==> src/hdl/setup_cfg_pkg.sv <==
package setup_cfg_pkg;

    // ****************************************
    // Geometry
    // ****************************************
    localparam int SETUP_COUNT = 8;
    localparam int SETUP_IDX_W = 3;
    localparam int WORD_W = 16;
    localparam int ADDR_W = 4;

    // ****************************************
    // Register map (word offsets)
    // ****************************************
    localparam logic [ADDR_W-1:0] SETUP_CFG_BASE = 4'h0;
    localparam logic [ADDR_W-1:0] ACTIVE_SETUP_OFS = 4'h8;

    // ****************************************
    // Field positions
    // ****************************************
    localparam int RSVD_HI = 15;
    localparam int RSVD_LO = 12;
    localparam int POLARITY_BIT = 11;
    localparam int BURNOUT_HI = 10;
    localparam int BURNOUT_LO = 9;
    localparam int POS_REF_BUF_BIT = 8;
    localparam int NEG_REF_BUF_BIT = 7;
    localparam int POS_IN_BUF_BIT = 6;
    localparam int NEG_IN_BUF_BIT = 5;
    localparam int REFSEL_HI = 4;
    localparam int REFSEL_LO = 3;
    localparam int GAIN_HI = 2;
    localparam int GAIN_LO = 0;

    // ****************************************
    // Reset values
    // ****************************************
    localparam logic [WORD_W-1:0] SETUP_CFG_RESET = 16'h0860;
    localparam logic [SETUP_IDX_W-1:0] ACTIVE_SETUP_RESET = 3'h0;

    // ****************************************
    // Encodings
    // ****************************************
    typedef enum logic [1:0] {
        BURNOUT_OFF = 2'h0,
        BURNOUT_0P5UA = 2'h1,
        BURNOUT_2UA = 2'h2,
        BURNOUT_4UA = 2'h3
    } burnout_t;

    typedef enum logic [1:0] {
        REF_EXT1 = 2'h0,
        REF_EXT2 = 2'h1,
        REF_INTERNAL = 2'h2,
        REF_RESERVED = 2'h3
    } ref_sel_t;

    // Decoded setup presented to the front end
    typedef struct packed {
        logic bipolar;
        logic burnout_en;
        burnout_t burnout_level;
        logic pos_reference_buffer_en;
        logic neg_reference_buffer_en;
        logic pos_input_buffer_en;
        logic neg_input_buffer_en;
        logic use_first_external_reference;
        logic use_second_external_reference;
        logic use_internal_reference;
        logic [2:0] gain_select;
    } front_end_t;

    // Register port bundle
    typedef struct packed {
        logic [ADDR_W-1:0] addr;
        logic [WORD_W-1:0] wdata;
        logic wr;
        logic rd;
    } reg_req_t;

endpackage

==> src/hdl/setup_word_mem.sv <==
`timescale 1ns/100ps
`default_nettype none
module setup_word_mem
    import setup_cfg_pkg::*;
(
    // Clock and reset
    input wire logic clk,
    input wire logic rstn,
    // Write port
    input wire logic wr_en,
    input wire logic [SETUP_IDX_W-1:0] wr_idx,
    input wire logic [WORD_W-1:0] wr_data,
    // Registered read ports
    input wire logic [SETUP_IDX_W-1:0] rd_idx,
    output logic [WORD_W-1:0] rd_data,
    input wire logic [SETUP_IDX_W-1:0] sel_idx,
    output logic [WORD_W-1:0] sel_data
);

    typedef struct packed {
        logic [SETUP_COUNT-1:0][WORD_W-1:0] word;
        logic [WORD_W-1:0] rd;
        logic [WORD_W-1:0] sel;
    } mem_state_t;

    mem_state_t s_r;
    mem_state_t s_nxt;

    always_comb begin
        s_nxt = s_r;
        // Eight independent words, one per setup
        for (int i = 0; i < SETUP_COUNT; i++) begin
            if (wr_en && (wr_idx == i[SETUP_IDX_W-1:0])) begin
                s_nxt.word[i] = wr_data;
            end
        end
        s_nxt.rd = s_r.word[rd_idx];
        s_nxt.sel = s_r.word[sel_idx];
    end

    always_ff @(posedge clk) begin
        if (!rstn) begin
            for (int i = 0; i < SETUP_COUNT; i++) begin
                s_r.word[i] <= SETUP_CFG_RESET;
            end
            s_r.rd <= '0;
            s_r.sel <= SETUP_CFG_RESET;
        end else begin
            s_r <= s_nxt;
        end
    end

    assign rd_data = s_r.rd;
    assign sel_data = s_r.sel;

endmodule
`default_nettype wire

==> src/hdl/setup_cfg_bank.sv <==
`timescale 1ns/100ps
`default_nettype none
module setup_cfg_bank
    import setup_cfg_pkg::*;
(
    // Clock and reset
    input wire logic clk,
    input wire logic rstn,
    // Register port
    input wire logic [ADDR_W-1:0] addr,
    input wire logic [WORD_W-1:0] wdata,
    input wire logic wr,
    input wire logic rd,
    output logic [WORD_W-1:0] rdata,
    // Setup of the conversion in progress, from the sequencer
    input wire logic [SETUP_IDX_W-1:0] conv_setup,
    // Front end controls
    output front_end_t front_end
);

    // ****************************************
    // Address decode
    // ****************************************
    function automatic logic is_setup_addr(input logic [ADDR_W-1:0] a);
        return a < ACTIVE_SETUP_OFS;
    endfunction

    function automatic logic is_active_addr(input logic [ADDR_W-1:0] a);
        return a == ACTIVE_SETUP_OFS;
    endfunction

    // ****************************************
    // Field decode
    // ****************************************
    // Detect current level and its switch come from one code
    function automatic burnout_t burnout_code(input logic [WORD_W-1:0] w);
        burnout_t b;
        case (w[BURNOUT_HI:BURNOUT_LO])
            2'h0: b = BURNOUT_OFF;
            2'h1: b = BURNOUT_0P5UA;
            2'h2: b = BURNOUT_2UA;
            2'h3: b = BURNOUT_4UA;
            default: b = BURNOUT_OFF;
        endcase
        return b;
    endfunction

    // One-hot source select; reserved code 11 connects no reference
    function automatic logic [2:0] ref_onehot(input logic [WORD_W-1:0] w);
        logic [2:0] r;
        case (w[REFSEL_HI:REFSEL_LO])
            REF_EXT1: r = 3'h4;
            REF_EXT2: r = 3'h2;
            REF_INTERNAL: r = 3'h1;
            default: r = 3'h0;
        endcase
        return r;
    endfunction

    function automatic front_end_t decode_word(input logic [WORD_W-1:0] w);
        front_end_t f;
        logic [2:0] src;
        src = ref_onehot(w);
        f.bipolar = w[POLARITY_BIT];
        f.burnout_level = burnout_code(w);
        f.burnout_en = (burnout_code(w) != BURNOUT_OFF);
        f.pos_reference_buffer_en = w[POS_REF_BUF_BIT];
        f.neg_reference_buffer_en = w[NEG_REF_BUF_BIT];
        f.pos_input_buffer_en = w[POS_IN_BUF_BIT];
        f.neg_input_buffer_en = w[NEG_IN_BUF_BIT];
        f.use_first_external_reference = src[2];
        f.use_second_external_reference = src[1];
        f.use_internal_reference = src[0];
        f.gain_select = w[GAIN_HI:GAIN_LO];
        return f;
    endfunction

    // ****************************************
    // State
    // ****************************************
    typedef struct packed {
        logic rd_pend;
        logic rd_is_setup;
        logic [WORD_W-1:0] rdata;
        front_end_t fe;
        logic [SETUP_IDX_W-1:0] active_setup;
    } bank_state_t;

    bank_state_t s_r;
    bank_state_t s_nxt;
    logic [WORD_W-1:0] mem_rd;
    logic [WORD_W-1:0] mem_sel;
    logic [SETUP_IDX_W-1:0] sel_idx;
    logic wr_setup;
    logic wr_active;
    logic rd_active;

    // ****************************************
    // Request decode
    // ****************************************
    // Rows 9 to 15 decode to nothing: writes drop, reads return zero
    assign wr_setup = wr && is_setup_addr(addr);
    assign wr_active = wr && is_active_addr(addr);
    assign rd_active = rd && is_active_addr(addr);

    // ****************************************
    // Conversion setup select
    // ****************************************
    // Conversion setup is the sequencer index XORed with the active setup register;
    // a nonzero value there remaps every setup index rather than pinning one.
    assign sel_idx = conv_setup ^ s_r.active_setup;

    // ****************************************
    // Setup words
    // ****************************************
    // Words are kept as written; upper bits are not masked so software can
    // read back what it wrote, even an unsupported value.
    setup_word_mem u_mem (
        .clk(clk),
        .rstn(rstn),
        .wr_en(wr_setup),
        .wr_idx(addr[SETUP_IDX_W-1:0]),
        .wr_data(wdata),
        .rd_idx(addr[SETUP_IDX_W-1:0]),
        .rd_data(mem_rd),
        .sel_idx(sel_idx),
        .sel_data(mem_sel)
    );

    // ****************************************
    // Next state
    // ****************************************
    always_comb begin
        s_nxt = s_r;
        s_nxt.rd_pend = rd;
        s_nxt.rd_is_setup = is_setup_addr(addr);
        if (wr_active) begin
            s_nxt.active_setup = wdata[SETUP_IDX_W-1:0];
        end
        // Read data stand only in the cycle after the strobe
        s_nxt.rdata = '0;
        if (rd_active) begin
            s_nxt.rdata = {{(WORD_W-SETUP_IDX_W){1'b0}}, s_r.active_setup};
        end
        // Whole setup word is applied at once to the conversion
        s_nxt.fe = decode_word(mem_sel);
    end

    // ****************************************
    // Registers
    // ****************************************
    always_ff @(posedge clk) begin
        if (!rstn) begin
            s_r.rd_pend <= 1'b0;
            s_r.rd_is_setup <= 1'b0;
            s_r.rdata <= '0;
            s_r.fe <= decode_word(SETUP_CFG_RESET);
            s_r.active_setup <= ACTIVE_SETUP_RESET;
        end else begin
            s_r <= s_nxt;
        end
    end

    // ****************************************
    // Outputs
    // ****************************************
    // Memory read data are a flip-flop; muxed by a registered select
    assign rdata = (s_r.rd_pend && s_r.rd_is_setup) ? mem_rd : s_r.rdata;
    assign front_end = s_r.fe;

endmodule
`default_nettype wire

==> config.mk <==
export PLATFORM = sky130hd
export DESIGN_NAME = setup_cfg_bank
export DESIGN_NICKNAME = d
export VERILOG_FILES = /design/src/hdl/setup_cfg_pkg.sv /design/src/hdl/setup_word_mem.sv /design/src/hdl/setup_cfg_bank.sv
export SDC_FILE = /design/constraint.sdc
export NUM_CORES = 1
export LEC_CHECK = 0
export BUFFER_PORTS_ARGS = -buffer_cell sky130_fd_sc_hd__buf_2
export CAP_MARGIN = 30
export CORE_UTILIZATION = 51
export CTS_BUF_LIST = sky130_fd_sc_hd__clkbuf_4 sky130_fd_sc_hd__clkbuf_8
export CTS_CLUSTER_SIZE = 12
export DETAILED_ROUTE_END_ITERATION = 7
export PLACE_DENSITY = 0.66
export SLEW_MARGIN = 20
export SYNTH_ARGS = -nofsm -noshare
export SYNTH_HDL_FRONTEND = slang
export SYNTH_SLANG_ARGS = --single-unit
==> constraint.sdc <==
create_clock -name clk -period 1.8 [get_ports clk]
set_input_delay 0.36 -clock clk [delete_from_list [all_inputs] [get_ports clk]]
set_output_delay 0.36 -clock clk [all_outputs]
set_load 0.02 [all_outputs]
======== Word-level counts from Yosys, hierarchy flattened ========
Index checks and enable logic that the tools add are counted.
W data, S select, Z words.
operators by class
  add/sub/neg operators ................... 0
  $mul .................................... 0
  divide/modulo/power cells ............... 0
  magnitude comparators ................... 3
  equality and inequality tests ........... 13
  shift-type cells ........................ 0
  muxes and demuxes ....................... 7
  bitwise logic cells ..................... 1
  reductions and logical operators ........ 17
operators by type and width
  kind                  number
  $bmux W16 S3          2
  $mux W16              2
  $eq A3 B3 Y1 const B  4
  $logic_and A1 B1 Y1   12
  $mux W12              1
  $pmux W3 S3           1
  $lt A3 B4 Y1 const B  2
  $pmux W2 S4           1
  $eq A2 B2 Y1 const B  3
  $eq A3 B2 Y1 const B  2
  $eq A2 B1 Y1 const B  2
  $eq A4 B4 Y1 const B  1
  $logic_not A2 Y1      2
  $lt A4 B4 Y1 const B  1
  $eq A3 B1 Y1 const B  1
  $logic_not A3 Y1      1
  $xor A3 B3 Y3         1
  $reduce_and A2 Y1     1
  $reduce_bool A2 Y1    1
storage, ports and cells
  register bits ........................... 191
  bits in latches ......................... 0
  RAM bits ................................ 0
  ROM bits ................................ 0
  input port bits ......................... 27
  output and inout port bits .............. 30
  memories kept ........................... 0

======== Logic depth before layout (Yosys ltp) ========
  depth in word-level cells ............... 3
  depth in mapped cells ................... 7

======== By module ========
From an unflattened synthesis, not the netlist that was laid out.
unflattened totals
  cell total of the unflattened synthesis .. 960
  area, all modules ....................... 9041.2 um^2
by module, submodules not included
  module          instances  cells each  area each (um^2)
  setup_word_mem  1          867         8109.0
  setup_cfg_bank  1          93          932.1

======== Least setup slack after synthesis ========
OpenSTA, ideal clock, no wires.
  path kind ............................... input -> register
  start ................................... input addr[0]
  end ..................................... register u_mem.s_r (netlist bit u_mem.rd_data[6])
  library setup time ...................... 117 ps
  arrival ................................. 1536 ps
  required time ........................... 1683 ps
  path slack .............................. 148 ps
  cell stages on the path ................. 6
  cell sequence ........................... buf_2 -> buf_6 -> buf_6 -> mux4_2 -> mux2i_1 -> nor2b_1
on the way
  longest elaborated chain between the ends .. 2
ends and longest elaborated chain
  element                         line                  RTL
  from (decl)                     setup_cfg_bank.sv:10  input wire logic [ADDR_W-1:0] addr,
  $bmux W16 S3                    setup_word_mem.sv:37  s_nxt.rd = s_r.word[rd_idx];
  $mux W16 (not written as such)  setup_word_mem.sv:37
  to (signal assigned)            setup_word_mem.sv:49  s_r <= s_nxt;
  to (decl)                       setup_word_mem.sv:26  mem_state_t s_r;
No other way between the ends. The select of a mux whose other input is x is not followed.
A chain may end at the register's enable or synchronous reset.

======== Final worst setup path ========
  start ................................... register s_r[34] (netlist bit)
  end ..................................... output rdata[2]
on the way
  longest elaborated chain between the ends .. 2
ends and longest elaborated chain
  element                 line                   RTL
  from (decl)             setup_cfg_bank.sv:89   bank_state_t s_r;
  from (signal assigned)  setup_cfg_bank.sv:160  s_r <= s_nxt;
  $logic_and A1 B1 Y1     setup_cfg_bank.sv:168  assign rdata = (s_r.rd_pend && s_r.rd_is_setup) ? mem_rd : s_r.rdata;
  $mux W16                setup_cfg_bank.sv:168
  to (decl)               setup_cfg_bank.sv:14   output logic [WORD_W-1:0] rdata,
No other way between the ends.

==> flow_summary.yaml <==
timing:
  setup_violations: 0
  max_freq_mhz: 570.2
  report.final.slew_viol_count: 0
  rsz0062_at_grt: "true"
  worstMarginPinSlew_ns: 0.6355
  fin_crit_sh_pct: 97.43
  hold_ws_ns: 0.1115
  final-hold-violation-count: 0
  finalWorstSetupSlack_ns: 0.04631
  final.setup.tns_ns: 0
  period_needed_ns: 1.754
  slew_headroom_pct: 57.64
  clock_skew_ns: 0.009664
floorplan:
  start_util_pct: 51.94
  io_pins: 57
  core_area_sq_um: 15830
  die_area_sq_um: 16630
  chipHeight_um: 129.0
  die_width_um: 129.0
  fp-row-count: 46
clock_network:
  htree_levels: 4
  cts.root.buffer_cell: "clkbuf_8"
  hold_buffers: 0
  clkLatencyLatePin_ns: 0.48
  clk_pin_slew_worst_paths_ns: 0.09
  post_cts_buffers: 0
  cts_sinks: 178
  cts_made_buffers: 17
  cts.repair.resized: 1
  clockBufferDepth: 2
  cts_tree: "yes"
job:
  cap_viol_max_count: 0
detailed_routing:
  wl_per_cell_um: 19.31
  num_vias: 6617
  drt-total-wl_um: 22670
  drcViolationCount: 1
  ant_nets: 0
  dr.first_iter.drc_count: 615
  viasPerCell: 5.636
  firstDrtPassIters: 7
power_and_ir_drop:
  comb_power_share_pct: 9.8
  peakVddDrop_mv: 0.4466
  power.leakage_nw: 3.681
  p_switching_mw: 1.950
  seq_power_share_pct: 52.7
  switching_share_pct: 25.26
  intPower_mw: 5.770
  p_per_area_nw_per_um2: 824.8
  clkPwrFrac_pct: 37.5
setup_path:
  setup.worst_path.end_class: "output pin"
  cp_data_required_time_ns: 1.44
  worst-path-max-fanout: 3
  crit_arrival_ns: 1.39
  path_class: "reg2out"
  startpoint_type: "flop"
  reg2reg_setup_slack_ns: 0.12
place:
  gp_routability_congestion: 0.8621
  io_buffers: 56
  place_ws_ns: 0.02207
  dp_hpwl_um: 15320
  dpl_cell_area_sq_um: 8941
synthesis:
  synth.area.top_cells: "dfxtp_1 (43%), nand2_1 (14%), mux4_2 (8.8%), a21boi_0 (6.1%), mux2i_1 (5.2%)"
  ys_seq_area_share_pct: 43.34
  synth_seq_cells: 178
  synth_top_area_share_pct: 43.34
  synth_top_area_cell: "dfxtp_1"
  syn_inst: 907
  synth_cell_types: 34
  synthTopCellsByCount: "nand2_1 (309), dfxtp_1 (178), a21boi_0 (67)"
  synth_area_per_cell_sq_um: 9.065
  synth_edf_count: 0
  synth-warning-count: 0
  synth.net_count: 934
  synth_area_sq_um: 8222
  async_reset_ff_share_pct: 0
  yosys_most_used_dff: "dfxtp_1"
  synth_most_common_cell: "nand2_1"
outcome:
  violations: "design-rule violations"
  outcome: "finished with violations"
cells_and_area:
  n_fill_cell: 1409
  drive_gt1_share_pct: 20.56
  n_antenna_cell: 0
  regArea_sq_um: 3566
  multi_input_area_sq_um: 4136
  utilization_pct: 59.13
  syn2layout_area_growth_pct: 13.83
  stdcell_area_sq_um: 9359
  nets: 973
grt:
  grt_pass1_vias: 6001
  antenna_found_initial: 1
  grt_usage_pct: 28.64
  grt_max_degree: 60
  grt_first_pass_wirelength_um: 34970
  overflow: 0
hold_path:
  hp-class: "in2reg"
## per-stage QoR
stage | instances | power [mW]
after CTS | 1174 | 7.750
after floorplan | 907 | 4.644
after global routing | 1174 | 7.978
after detailed placement | 1143 | 4.907
after global placement | 1143 | 4.898
final | 1174 | 7.720
## worst paths after layout
kind / from / to / cells after the start
setup reg to reg: s_r[1]$_SDFFE_PN0P_ / u_mem.sel_data[9]$_SDFF_PN0_ / 5
setup / recovery: s_r[34]$_SDFF_PN0_ / rdata[2] / 3
hold reg to reg: u_mem.sel_data[6]$_SDFF_PN1_ / front_end[7]$_SDFF_PN1_ / 1
hold / removal: addr[3] / s_r[33]$_SDFF_PN0_ / 2
## layer usage
layer  global-route usage, %  routed length [um]  vias to the layer above  part of all wire (%)
met3                   5.946                1761                       40                   7.8
met4                   11.07                 522                        0                   2.3
li1                        -                   -                     3116                     -
met5                       0                   0                        -                     0
met1                   39.99               10120                     3186                    45
met2                   43.50               10270                      275                    45
## state kept, by name (all words and copies together), names as in the netlist
signal	flops
s_r	8
u_mem.rd_data	16
front_end	14
u_mem.sel_data	12
u_mem.s_r	128
## placed cells by master (no fill, tap or decap), types with 20 or more instances in the layout
cell type,instances
a21boi_0,67
a21boi_1,37
and3_1,26
buf_2,54
buf_4,46
dfxtp_1,176
mux2i_1,43
mux4_2,32
nand2_1,308
nand3_1,25
nor2b_1,20
## kinds of logic (layout without fill, tap and decap cells)
kind of cell           after synthesis  after routing  synth area share (%)
AND/OR/NAND/NOR                    415            415                 22.39
flip-flops                         178            178                 43.34
AO/OA/AOI/OAI                      132            132                 12.39
buffers and inverters               98            149                 6.742
multiplexers                        78             78                 14.41
XOR/XNOR                             6              6                0.7306
## power by group through the flow
| stage | Combinational [mW] | Clock (mW) | Sequential [mW] |
|---|---|---|---|
| 2_1_floorplan | 0.504 | 0 | 4.14 |
| 3_3_place_gp | 0.744 | 0 | 4.15 |
| 3_5_place_dp | 0.751 | 0 | 4.16 |
| 4_1_cts | 0.752 | 2.93 | 4.06 |
| 5_1_grt | 0.809 | 3.09 | 4.08 |
| 6_report | 0.757 | 2.90 | 4.07 |
## critical path: stages, from the launching register on
cell     delay [ns]
dfxtp_2        0.33
nand2_2        0.09
mux2_2         0.34
buf_4          0.16
## final cells by class
type                            count  area share [%]
Clock buffer                       19           2.727
Timing Repair Buffer              118           10.43
Multi-Input combinational cell    631           44.20
Sequential cell                   178           38.10
Clock inverter                     12           1.658
Tap cell                          216           2.888
No activity file was read; power rests on OpenSTA's default activity.
